===== src/shared/ifsm_pkg.sv =====
// shared constants, types and carriers of the interrupt flag and supply monitor block
package ifsm_pkg;

    // ==========================================================
    // timing
    localparam int unsigned CLK_PERIOD_NS = 50;
    localparam int unsigned MON_IRQ_DELAY_NS = 15000;
    localparam int unsigned MON_IRQ_DELAY_CYC = (MON_IRQ_DELAY_NS + CLK_PERIOD_NS - 1) / CLK_PERIOD_NS;
    localparam int unsigned DLY_W = 9;

    // ==========================================================
    // register indices on the special register port
    localparam logic [2:0] ADDR_CTRL_ZERO = 3'h0;
    localparam logic [2:0] ADDR_CTRL_ONE = 3'h1;
    localparam logic [2:0] ADDR_CTRL_TWO = 3'h2;
    localparam logic [2:0] ADDR_CTRL_THREE = 3'h3;
    localparam logic [2:0] ADDR_MFI_ZERO = 3'h4;
    localparam logic [2:0] ADDR_MFI_ONE = 3'h5;
    localparam logic [2:0] ADDR_EDGE_SEL = 3'h6;
    localparam logic [2:0] ADDR_MON_CTRL = 3'h7;

    // ==========================================================
    // field positions and masks
    localparam int unsigned GIE_BIT = 0;
    localparam int unsigned FLAG_LSB = 4;
    localparam int unsigned PIN0_FLAG_BIT = 4;
    localparam int unsigned PIN1_FLAG_BIT = 5;
    localparam int unsigned MON_DETECT_BIT = 5;
    localparam int unsigned MON_EN_BIT = 4;
    localparam int unsigned MON_REF_BIT = 3;
    localparam logic [7:0] CTRL_ZERO_MASK = 8'h7f;
    localparam logic [7:0] CTRL_THREE_MASK = 8'h11;
    localparam logic [7:0] FULL_MASK = 8'hff;
    localparam logic [3:0] EDGE_MASK = 4'hf;
    localparam logic [4:0] MON_WR_MASK = 5'h1f;

    // ==========================================================
    // reset values
    localparam logic [7:0] REG_RST = 8'h00;
    localparam logic [3:0] EDGE_RST = 4'h0;
    localparam logic [4:0] MON_RST = 5'h00;

    typedef enum logic [1:0] {
        EDGE_OFF = 2'b00,
        EDGE_RISE = 2'b01,
        EDGE_FALL = 2'b10,
        EDGE_BOTH = 2'b11
    } ifsm_edge_e;

    // vector sources that the core may acknowledge
    typedef enum logic [3:0] {
        SRC_PIN0 = 4'h0,
        SRC_PIN1 = 4'h1,
        SRC_SIM = 4'h2,
        SRC_SECOND_SPI = 4'h3,
        SRC_UART = 4'h4,
        SRC_MF0 = 4'h5,
        SRC_MF1 = 4'h6,
        SRC_TB0 = 4'h7,
        SRC_TB1 = 4'h8,
        SRC_ADC = 4'h9,
        SRC_EEPROM = 4'ha,
        SRC_LOWV = 4'hb
    } ifsm_src_e;

    typedef struct packed {
        logic wr;
        logic rd;
        logic [2:0] addr;
        logic [7:0] wdata;
    } ifsm_bus_s;

    // one-cycle event pulses from the peripherals
    typedef struct packed {
        logic serial_module;
        logic second_spi_port;
        logic uart;
        logic time_base0;
        logic time_base1;
        logic converter;
        logic eeprom_write;
        logic [2:0] periodic_timer_period;
        logic [2:0] periodic_timer_match;
        logic standard_timer_period;
        logic standard_timer_match;
    } ifsm_evt_s;

    typedef struct packed {
        logic ack;
        ifsm_src_e src;
    } ifsm_svc_s;

    typedef struct packed {
        logic power_on;
        logic reference_output_enable;
        logic [2:0] threshold_code;
    } ifsm_mon_s;

endpackage


===== src/ifsm_lv_mon.sv =====
// supply monitor comparator sampling, detect flag and delayed interrupt event
`timescale 1ns/1ps
module ifsm_lv_mon (
    input wire logic clk,
    input wire logic rstn,
    input wire logic cmp_low,
    input wire logic enable,
    output logic detect,
    output logic irq_evt
);
    import ifsm_pkg::*;

    typedef struct packed {
        logic s1;
        logic s2;
        logic detect;
        logic [DLY_W-1:0] cnt;
        logic fired;
        logic evt;
    } ifsm_lm_s;

    ifsm_lm_s st_r, st_nxt;

    always_comb begin
        st_nxt = st_r;
        st_nxt.s1 = cmp_low;
        st_nxt.s2 = st_r.s1;
        // a powered-down comparator reports nothing
        st_nxt.detect = enable & st_r.s2;
        st_nxt.evt = 1'b0;
        if (!st_r.detect) begin
            st_nxt.cnt = '0;
            st_nxt.fired = 1'b0;
        end else if (!st_r.fired) begin
            // one event per low-supply episode, however long it lasts
            if (st_r.cnt == DLY_W'(MON_IRQ_DELAY_CYC - 1)) begin
                st_nxt.evt = 1'b1;
                st_nxt.fired = 1'b1;
            end else begin
                st_nxt.cnt = st_r.cnt + DLY_W'(1);
            end
        end
    end

    always_ff @(posedge clk) begin
        if (!rstn) begin
            st_r <= '0;
        end else begin
            st_r <= st_nxt;
        end
    end

    assign detect = st_r.detect;
    assign irq_evt = st_r.evt;
endmodule


===== src/ifsm_pin_edge.sv =====
// synchroniser and selectable edge detector for one external interrupt pin
`timescale 1ns/1ps
module ifsm_pin_edge (
    input wire logic clk,
    input wire logic rstn,
    input wire logic pin,
    input wire ifsm_pkg::ifsm_edge_e edge_sel,
    output logic hit
);
    import ifsm_pkg::*;

    typedef struct packed {
        logic s1;
        logic s2;
        logic prev;
        logic hit;
    } ifsm_pe_s;

    ifsm_pe_s st_r, st_nxt;

    always_comb begin
        logic rise;
        logic fall;
        rise = st_r.s2 & ~st_r.prev;
        fall = ~st_r.s2 & st_r.prev;
        st_nxt = st_r;
        st_nxt.s1 = pin;
        st_nxt.s2 = st_r.s1;
        st_nxt.prev = st_r.s2;
        unique case (edge_sel)
            EDGE_OFF: st_nxt.hit = 1'b0;
            EDGE_RISE: st_nxt.hit = rise;
            EDGE_FALL: st_nxt.hit = fall;
            EDGE_BOTH: st_nxt.hit = rise | fall;
        endcase
    end

    always_ff @(posedge clk) begin
        if (!rstn) begin
            st_r <= '0;
        end else begin
            st_r <= st_nxt;
        end
    end

    assign hit = st_r.hit;
endmodule


===== src/ifsm_top.sv =====
// interrupt enables, request flags, edge selection and supply monitor control
`timescale 1ns/1ps
module ifsm_top (
    clk,
    rstn,
    bus,
    rdata,
    ext_pin,
    evt,
    svc,
    cmp_low,
    mon,
    irq_req,
    irq_pending,
    wake_req
);
    import ifsm_pkg::*;

    input wire logic clk;
    input wire logic rstn;
    input wire ifsm_pkg::ifsm_bus_s bus;
    output logic [7:0] rdata;
    input wire logic [1:0] ext_pin;
    input wire ifsm_pkg::ifsm_evt_s evt;
    input wire ifsm_pkg::ifsm_svc_s svc;
    input wire logic cmp_low;
    output ifsm_pkg::ifsm_mon_s mon;
    output logic irq_req;
    output logic [11:0] irq_pending;
    output logic wake_req;

    // ==========================================================
    // state
    typedef struct packed {
        logic [7:0] ctrl0;
        logic [7:0] ctrl1;
        logic [7:0] ctrl2;
        logic [7:0] ctrl3;
        logic [7:0] multi_func_irq_zero;
        logic [7:0] multi_func_irq_one;
        logic [3:0] edge_sel;
        logic [4:0] mon_ctl;
        logic [7:0] rdata;
        logic irq;
        logic [11:0] pending;
        logic wake;
    } ifsm_st_s;

    localparam ifsm_st_s ST_RST = '{
        ctrl0: REG_RST,
        ctrl1: REG_RST,
        ctrl2: REG_RST,
        ctrl3: REG_RST,
        multi_func_irq_zero: REG_RST,
        multi_func_irq_one: REG_RST,
        edge_sel: EDGE_RST,
        mon_ctl: MON_RST,
        rdata: REG_RST,
        irq: 1'b0,
        pending: '0,
        wake: 1'b0
    };

    ifsm_st_s st_r, st_nxt;

    logic [1:0] pin_hit;
    logic lv_detect;
    logic lv_evt;

    // ==========================================================
    // external pins
    genvar gi;
    generate
        for (gi = 0; gi < 2; gi++) begin : g_pin
            ifsm_pin_edge u_edge (
                .clk(clk),
                .rstn(rstn),
                .pin(ext_pin[gi]),
                .edge_sel(ifsm_edge_e'(st_r.edge_sel[2*gi +: 2])),
                .hit(pin_hit[gi])
            );
        end
    endgenerate

    // ==========================================================
    // supply monitor
    ifsm_lv_mon u_lv_mon (
        .clk(clk),
        .rstn(rstn),
        .cmp_low(cmp_low),
        .enable(st_r.mon_ctl[MON_EN_BIT]),
        .detect(lv_detect),
        .irq_evt(lv_evt)
    );

    // ==========================================================
    // flag byte update: software write first, then hardware clear, then
    // hardware set, so an event in the clearing cycle still lands
    function automatic logic [7:0] upd(
        input logic [7:0] old,
        input logic we,
        input logic [7:0] wd,
        input logic [7:0] mask,
        input logic [3:0] set,
        input logic [3:0] hw_clr
    );
        logic [7:0] v;
        v = we ? (wd & mask) : old;
        v[7:4] = (v[7:4] & ~hw_clr) | set;
        return v & mask;
    endfunction

    function automatic logic wr_hit(input ifsm_bus_s b, input logic [2:0] a);
        return b.wr && (b.addr == a);
    endfunction

    // ==========================================================
    // next state
    always_comb begin
        logic [3:0] set0;
        logic [3:0] set1;
        logic [3:0] set2;
        logic [3:0] set3;
        logic [3:0] setm0;
        logic [3:0] setm1;
        logic [3:0] pin_clr;
        logic mf0_hit;
        logic mf1_hit;
        logic [11:0] pend;
        set0 = '0;
        set1 = '0;
        set2 = '0;
        set3 = '0;
        setm0 = '0;
        setm1 = '0;
        pin_clr = '0;
        mf0_hit = 1'b0;
        mf1_hit = 1'b0;
        pend = '0;
        st_nxt = st_r;

        // group registers first, their summaries feed control one
        setm0 = {evt.periodic_timer_match[1], evt.periodic_timer_period[1],
                 evt.periodic_timer_match[0], evt.periodic_timer_period[0]};
        setm1 = {evt.standard_timer_match, evt.standard_timer_period,
                 evt.periodic_timer_match[2], evt.periodic_timer_period[2]};
        st_nxt.multi_func_irq_zero = upd(st_r.multi_func_irq_zero, wr_hit(bus, ADDR_MFI_ZERO), bus.wdata, FULL_MASK, setm0, 4'h0);
        st_nxt.multi_func_irq_one = upd(st_r.multi_func_irq_one, wr_hit(bus, ADDR_MFI_ONE), bus.wdata, FULL_MASK, setm1, 4'h0);

        // summary rises only when a new enabled request appears
        mf0_hit = (|(st_nxt.multi_func_irq_zero[7:4] & st_nxt.multi_func_irq_zero[3:0])) & ~(|(st_r.multi_func_irq_zero[7:4] & st_r.multi_func_irq_zero[3:0]));
        mf1_hit = (|(st_nxt.multi_func_irq_one[7:4] & st_nxt.multi_func_irq_one[3:0])) & ~(|(st_r.multi_func_irq_one[7:4] & st_r.multi_func_irq_one[3:0]));

        // servicing a pin clears its flag
        if (svc.ack && svc.src == SRC_PIN0) begin
            pin_clr[PIN0_FLAG_BIT - FLAG_LSB] = 1'b1;
        end
        if (svc.ack && svc.src == SRC_PIN1) begin
            pin_clr[PIN1_FLAG_BIT - FLAG_LSB] = 1'b1;
        end

        set0 = {1'b0, evt.serial_module, pin_hit[1], pin_hit[0]};
        set1 = {mf1_hit, mf0_hit, evt.uart, evt.second_spi_port};
        set2 = {evt.eeprom_write, evt.converter, evt.time_base1, evt.time_base0};
        set3 = {3'b000, lv_evt};

        st_nxt.ctrl0 = upd(st_r.ctrl0, wr_hit(bus, ADDR_CTRL_ZERO), bus.wdata, CTRL_ZERO_MASK, set0, pin_clr);
        st_nxt.ctrl1 = upd(st_r.ctrl1, wr_hit(bus, ADDR_CTRL_ONE), bus.wdata, FULL_MASK, set1, 4'h0);
        st_nxt.ctrl2 = upd(st_r.ctrl2, wr_hit(bus, ADDR_CTRL_TWO), bus.wdata, FULL_MASK, set2, 4'h0);
        st_nxt.ctrl3 = upd(st_r.ctrl3, wr_hit(bus, ADDR_CTRL_THREE), bus.wdata, CTRL_THREE_MASK, set3, 4'h0);

        // taking any vector blocks nesting until software re-enables
        if (svc.ack) begin
            st_nxt.ctrl0[GIE_BIT] = 1'b0;
        end

        if (wr_hit(bus, ADDR_EDGE_SEL)) begin
            st_nxt.edge_sel = bus.wdata[3:0] & EDGE_MASK;
        end
        if (wr_hit(bus, ADDR_MON_CTRL)) begin
            st_nxt.mon_ctl = bus.wdata[4:0] & MON_WR_MASK;
        end

        // per-source enabled requests, in vector order
        pend[SRC_PIN0] = st_nxt.ctrl0[4] & st_nxt.ctrl0[1];
        pend[SRC_PIN1] = st_nxt.ctrl0[5] & st_nxt.ctrl0[2];
        pend[SRC_SIM] = st_nxt.ctrl0[6] & st_nxt.ctrl0[3];
        pend[SRC_SECOND_SPI] = st_nxt.ctrl1[4] & st_nxt.ctrl1[0];
        pend[SRC_UART] = st_nxt.ctrl1[5] & st_nxt.ctrl1[1];
        pend[SRC_MF0] = st_nxt.ctrl1[6] & st_nxt.ctrl1[2];
        pend[SRC_MF1] = st_nxt.ctrl1[7] & st_nxt.ctrl1[3];
        pend[SRC_TB0] = st_nxt.ctrl2[4] & st_nxt.ctrl2[0];
        pend[SRC_TB1] = st_nxt.ctrl2[5] & st_nxt.ctrl2[1];
        pend[SRC_ADC] = st_nxt.ctrl2[6] & st_nxt.ctrl2[2];
        pend[SRC_EEPROM] = st_nxt.ctrl2[7] & st_nxt.ctrl2[3];
        pend[SRC_LOWV] = st_nxt.ctrl3[4] & st_nxt.ctrl3[0];
        st_nxt.pending = pend;
        st_nxt.irq = st_nxt.ctrl0[GIE_BIT] & (|pend);

        // any set flag in control zero to three wakes, enabled or not; the monitor keeps running
        st_nxt.wake = (|st_nxt.ctrl0[6:4]) | (|st_nxt.ctrl1[7:4])
                    | (|st_nxt.ctrl2[7:4]) | st_nxt.ctrl3[4];

        // read data, held until the next read
        if (bus.rd) begin
            unique case (bus.addr)
                ADDR_CTRL_ZERO: st_nxt.rdata = st_r.ctrl0 & CTRL_ZERO_MASK;
                ADDR_CTRL_ONE: st_nxt.rdata = st_r.ctrl1;
                ADDR_CTRL_TWO: st_nxt.rdata = st_r.ctrl2;
                ADDR_CTRL_THREE: st_nxt.rdata = st_r.ctrl3 & CTRL_THREE_MASK;
                ADDR_MFI_ZERO: st_nxt.rdata = st_r.multi_func_irq_zero;
                ADDR_MFI_ONE: st_nxt.rdata = st_r.multi_func_irq_one;
                ADDR_EDGE_SEL: st_nxt.rdata = {4'h0, st_r.edge_sel};
                ADDR_MON_CTRL: st_nxt.rdata = {2'b00, lv_detect, st_r.mon_ctl};
            endcase
        end
    end

    always_ff @(posedge clk) begin
        if (!rstn) begin
            st_r <= ST_RST;
        end else begin
            st_r <= st_nxt;
        end
    end

    // ==========================================================
    // outputs, all straight from state flops
    assign rdata = st_r.rdata;
    assign irq_req = st_r.irq;
    assign irq_pending = st_r.pending;
    assign wake_req = st_r.wake;
    assign mon.power_on = st_r.mon_ctl[MON_EN_BIT];
    assign mon.reference_output_enable = st_r.mon_ctl[MON_REF_BIT];
    assign mon.threshold_code = st_r.mon_ctl[2:0];
endmodule


===== config.mk =====
export PLATFORM = sky130hd
export DESIGN_NAME = ifsm_top
export DESIGN_NICKNAME = d
export VERILOG_FILES = /design/src/shared/ifsm_pkg.sv /design/src/ifsm_lv_mon.sv /design/src/ifsm_pin_edge.sv /design/src/ifsm_top.sv
export SDC_FILE = /design/constraint.sdc
export NUM_CORES = 1
export LEC_CHECK = 0
export BUFFER_PORTS_ARGS = -buffer_cell sky130_fd_sc_hd__buf_2
export CORE_MARGIN = 2
export CORE_UTILIZATION = 40
export CTS_BUF_LIST = sky130_fd_sc_hd__clkbuf_16
export DETAILED_ROUTE_END_ITERATION = 8
export GPL_TIMING_DRIVEN = 0
export HOLD_SLACK_MARGIN = 0.08
export PLACE_DENSITY = 0.72
export SYNTH_ARGS = -nofsm -noshare
export SYNTH_HDL_FRONTEND = slang
export SYNTH_HIERARCHICAL = 1
export SYNTH_SLANG_ARGS = --single-unit
export TNS_END_PERCENT = 50

===== constraint.sdc =====
create_clock -name clk -period 2.1 [get_ports clk]
set_input_delay 0.105 -clock clk [delete_from_list [all_inputs] [get_ports clk]]
set_output_delay 0.105 -clock clk [all_outputs]
set_load 0.01 [all_outputs]

# Yosys cells after proc, flatten, opt, wreduce, memory -nomap -nowiden
# Index checks and enable logic that the tools add are counted.
# word_totals
reg_bits	94
# classes
n_eq_ne	15
muxes	14
n_reduce_logical	25
n_addsub	1
n_bitwise	47
# op_table
cell	n
8-bit one-hot mux with 8 select lines	1
8-bit two-way mux	4
4-bit OR reduction	6
1-bit bitwise AND	20
4-bit bitwise AND	4
4-bit bitwise OR	4
3-bit equality test (second input constant)	4
12-bit OR reduction	1
1-bit logical AND	10
1-bit inverter	10
9-bit by 1-bit adder with 9-bit output (second input constant)	1
9-bit equality test (second input constant)	1
2-bit equality test (second input constant)	4
1-bit one-hot mux with 4 select lines	2
7-bit two-way mux	1
3-bit by 2-bit equality test with 1-bit output (second input constant)	2
1-bit bitwise OR	6
3-bit OR reduction	2
5-bit two-way mux	1
2-bit by 1-bit equality test with 1-bit output (second input constant)	2
4-bit by 1-bit equality test with 1-bit output (second input constant)	1
2-bit zero test	2
4-bit zero test	1
2-bit two-way mux	2
7 further kinds	10

# Logic depth before layout (Yosys ltp)
# logic_depth
depth_word	12
ltp_mapped	9
ltp_nobuf	6

# By module
# The synthesis kept the hierarchy.
# by_module_without_submodules
module	n_inst	area_per_inst_um2	cells_each	seq_area_each_um2
ifsm_top	1	3726.1	407	1441.4
ifsm_lv_mon	1	566.8	58	280.3
ifsm_pin_edge	2	158.9	16	80.1

# Worst setup path after synthesis
# Ideal clock, no wire load.
# synth_timing
path_kind	input port to flip-flop
from	in bus[8] (netlist name)
to	reg st_r, in the netlist wake_req
arrival_time_ns	1.858
slack_ns	0.117
setup_time_ns	0.125
path_buffers	2
cell_stages	8
cell_sequence	buf_6 nor4bb_4 buf_6 mux2i_1 a211oi_2 o41ai_2 nand2_1 o41a_1
# synth_via
elab_chain_cells	12
word_cells_on_any_way	37
# synth_lines
element	line	source
start, declared	ifsm_top.sv:21	input wire ifsm_pkg::ifsm_bus_s bus;
3-bit equality test	ifsm_top.sv:114	return b.wr && (b.addr == a);
1-bit logical AND	ifsm_top.sv:114	
8-bit two-way mux	ifsm_top.sv:108	v = we ? (wd & mask) : old;
4-bit bitwise OR	ifsm_top.sv:109	v[7:4] = (v[7:4] & ~hw_clr) | set;
4-bit bitwise AND, on equally long branches	ifsm_top.sv:151, ifsm_top.sv:152	
4-bit OR reduction, on equally long branches	ifsm_top.sv:151, ifsm_top.sv:152	
1-bit bitwise AND, on equally long branches	ifsm_top.sv:151, ifsm_top.sv:152	
4-bit bitwise OR	ifsm_top.sv:109	
4-bit OR reduction	ifsm_top.sv:201	st_nxt.wake = (|st_nxt.ctrl0[6:4]) | (|st_nxt.ctrl1[7:4])
1-bit bitwise OR	ifsm_top.sv:201	
1-bit bitwise OR	ifsm_top.sv:202	| (|st_nxt.ctrl2[7:4]) | st_nxt.ctrl3[4];
1-bit bitwise OR *	ifsm_top.sv:202	
end signal, assigned	ifsm_top.sv:223	st_r <= st_nxt;
end, declared	ifsm_top.sv:64	ifsm_st_s st_r, st_nxt;
# Mark *: on every way between the ends. The rest lies on a longest branch, timed or not.
# A chain may end at the register's enable or synchronous reset.

# Worst setup path in the final report
# layout_timing
from	in bus[12] (netlist name)
to	reg st_r, in the netlist wake_req
# layout_via
elab_chain_cells	11
word_cells_on_any_way	31
# layout_lines
element	line
1-bit logical AND	ifsm_top.sv:114
8-bit two-way mux	ifsm_top.sv:108
4-bit bitwise OR	ifsm_top.sv:109
4-bit bitwise AND, on equally long branches	ifsm_top.sv:151, ifsm_top.sv:152
4-bit OR reduction, on equally long branches	ifsm_top.sv:151, ifsm_top.sv:152
1-bit bitwise AND, on equally long branches	ifsm_top.sv:151, ifsm_top.sv:152
4-bit bitwise OR	ifsm_top.sv:109
4-bit OR reduction	ifsm_top.sv:201
1-bit bitwise OR	ifsm_top.sv:201
1-bit bitwise OR	ifsm_top.sv:202
1-bit bitwise OR *	ifsm_top.sv:202
# Marked as above.

==> results.py <==
metrics = {
    "clocking": {
        "numCtsBuffers": 9,
        "tritoncts": "built",
        "ctsResizeCount": 0,
        "cts_buffer_depth": 2,
        "clockRootBuffer": "clkbuf_16",
        "clk_pin_slew_ps": 60,
        "clk_latency_ps": 350,
        "cts_sinks": 94,
        "htreeDepth": 3,
    },
    "yosys": {
        "yosysSeqAreaShare_pct": 40.81,
        "synth-seq-cells": 94,
        "syn_area_um2": 4611,
        "yosysTopAreaCell": "dfxtp_1",
        "synth.area.top_cells": "dfxtp_1 41%, mux2i_1 8.9%, nor2_1 5.0%",
        "yosysMostFrequentCell": "dfxtp_1",
        "synth_common_cells": "94 x dfxtp_1, 61 x nor2_1, 41 x mux2i_1",
        "ys_types": 64,
        "ys.flop_type": "dfxtp_1",
        "synth_area_per_cell_um2": 9.277,
        "yosysWarnings": 6,
        "synth_top_area_share_pct": 40.81,
        "synth_nets": 540,
        "synth_edf_count": 0,
        "syn_inst": 497,
        "async_flop_share_pct": 0,
    },
    "cells_and_area": {
        "drive_above_1_share_pct": 23.10,
        "fin_cells": 723,
        "fin_nets": 618,
        "stdcell_area_um2": 5466,
        "antenna_cells": 0,
        "area_delta_synth_final_pct": 18.56,
    },
    "floorplan": {
        "core-area_um2": 11320,
        "dieHeight_um": 111.4,
        "io_pins": 65,
        "dieArea_um2": 12400,
        "initial_core_util_pct": 40.73,
        "die_w_um": 111.4,
        "rows": 39,
    },
    "placed_design": {
        "dp_slack_ps": -279.7,
        "post-dp-hpwl_um": 9629,
        "place_congestion": 0.9446,
        "place_inst": 696,
        "port_buffers": 56,
        "placed_area_um2": 5070,
    },
    "status": {
        "status": "complete, no violations",
    },
    "worst_setup_path": {
        "cp.required_ps": 2320,
        "rr_endpoint": "wake_req",
        "critical_path.slowest_cell": "o41a_1",
        "crit_fanout": 7,
        "crit_arrival_ps": 2210,
        "start_kind": "input pin",
        "crit_path_cell_trace": "buf_2, nor4bb_4, buf_6, mux2i_1, a211oi_1, o41ai_2, buf_4, nand2_1, o41a_1",
        "critPathBufInv": 3,
        "cpPeakStageDelay_ps": 440,
        "cp-end-kind": "register",
        "path_class": "input pin to register",
        "setup.reg_to_reg.worst_slack_ps": 180,
        "reg2reg_from": "st_r[44]",
        "rr_worst_depth": 6,
        "crit_family": "compound AO/OA/AOI/OAI gates",
    },
    "timing": {
        "min_period_ps": 1994,
        "final.period_utilization_pct": 94.95,
        "hold_viol": 0,
        "worst_slack_ps": 106.0,
        "setup_viol": 0,
        "drv_slew": 0,
        "max_slew_margin_pct": 47.81,
        "rsz0062_at_grt": "false",
        "finClkSkew_ps": 9.856,
        "max_freq_mhz": 501.5,
        "holdWs_ps": 96.96,
        "worstMarginPinSlew_ps": 780.8,
    },
    "routing": {
        "dr.pass1.iters": 5,
        "drtIter0Drc": 181,
        "dr_total_vias": 4045,
        "final_antenna_net_count": 0,
        "wl_um": 12930,
        "wire_per_inst_um": 17.88,
        "via_per_inst": 5.595,
        "drc": 0,
    },
    "power_and_ir_drop": {
        "swShare_pct": 25.11,
        "p_clk_share_pct": 40.5,
        "power_frac_seq_pct": 48.0,
        "total_leakage_power_nw": 2.306,
        "power_density_nw_per_um2": 721.3,
        "switchingPower_mw": 0.9901,
        "ir_drop_mv": 0.3721,
        "intPower_mw": 2.953,
        "power_frac_comb_pct": 11.5,
    },
    "grt": {
        "grt_max_degree": 18,
        "grt_overflow": 0,
        "antenna_found_initial": 0,
        "grt_pass1_vias": 3901,
        "grt_pass1_wl_um": 20520,
        "grt_usage_pct": 21.00,
    },
    "min_path": {
        "worst_hold_path.endpoint": "st_r[77]",
        "min_from": "evt[14]",
        "holdPathStages": 3,
        "hold_class": "input pin to register",
    },
    "job": {
        "max-cap-violations": 0,
    },
}
## flip-flops by register name (all words and copies together) (netlist names)
register and flops:
u_lv_mon/st_nxt 1, u_lv_mon/detect 1, irq_req 1, irq_pending 12, u_lv_mon/st_r 11, rdata 8
mon 5, u_lv_mon/irq_evt 1, g_pin.u_edge/st_nxt 4, wake_req 1, g_pin.u_edge/hit 2, g_pin.u_edge/st_r 2
st_r 45
## metrics by stage
step                      setup TNS [ps]  power [mW]  util (%)
after floorplan                        0       2.197         -
after global placement            -440.7       2.352     44.78
after detailed placement          -412.4       2.359     44.78
after CTS                              0       3.958     48.15
after global routing                   0       4.082     48.29
final                                  0       3.943     48.29
## cells by family (layout without fill, tap and decap cells)
| kind of cell | Yosys count | in the layout | share of synthesized area (%) |
|---|---|---|---|
| AO/OA/AOI/OAI | 107 | 107 | 16.36 |
| XOR/XNOR | 2 | 2 | 0.3800 |
| adder cells (fa/ha/maj) | 5 | 5 | 1.357 |
| buffers and inverters | 67 | 150 | 8.820 |
| flip-flops | 94 | 94 | 40.81 |
| multiplexers | 49 | 49 | 11.59 |
| AND/OR/NAND/NOR | 173 | 173 | 20.68 |
## routing by layer
metal | track usage, % | wire, µm | up-vias
met5 | 0 | 0 | -
met4 | 9.136 | 487 | 0
met3 | 4.682 | 772 | 34
met2 | 34.67 | 6034 | 145
met1 | 26.50 | 5631 | 1929
li1 | - | - | 1937
## power groups by stage
stage	clock [mW]	combinational, mW	sequential [mW]
floorplan	0	0.285	1.91
global placement	0	0.424	1.93
detailed placement	0	0.429	1.93
CTS	1.62	0.445	1.89
global route	1.69	0.491	1.90
finish	1.60	0.455	1.89
## cells in the final DEF, fill, tap and decap left out, types with 10 or more instances in the layout
cell and instances:
a211oi_1 22, a21oi_1 25, and2_1 10, buf_2 63
buf_4 28, clkbuf_1 10, dfxtp_1 94, inv_1 13
mux2i_1 41, nand2_1 24, nor2_1 61, nor2b_1 10
nor3_1 21, o21ai_0 17
## tightest hold or removal path, cell delays in order
cell     delay [ps]
buf_2           110
a21oi_2          40
a21oi_1         140
## how the worst max path moves through the flow
stage,from,cells after the start,end,slack (ps)
2_1_floorplan,bus[8],8,wake_req,120
3_3_place_gp,bus[12],8,wake_req,-270
3_5_place_dp,bus[12],8,wake_req,-280
4_1_cts,st_r[43],5,wake_req,80
5_1_grt,bus[12],9,wake_req,60
6_report,bus[12],9,wake_req,110
## repair_timing
item                                   4_1_cts  5_1_grt
endpoints found under the hold margin       10        0
hold buffers                                 9        0
setup endpoints to repair                    0        1
setup buffers                                0        2
## layout make-up
class | count | area [µm²]
Fill cell | 1091 | 5854
Multi-Input combinational cell | 336 | 2322
Timing Repair Buffer | 67 | 385.4
Buffer | 54 | 357.8
Tap cell | 143 | 178.9
Sequential cell | 94 | 1882
Clock inverter | 7 | 66.31
Inverter | 13 | 48.80
Clock buffer | 9 | 225.2
Power figures use the tool's default switching activity.
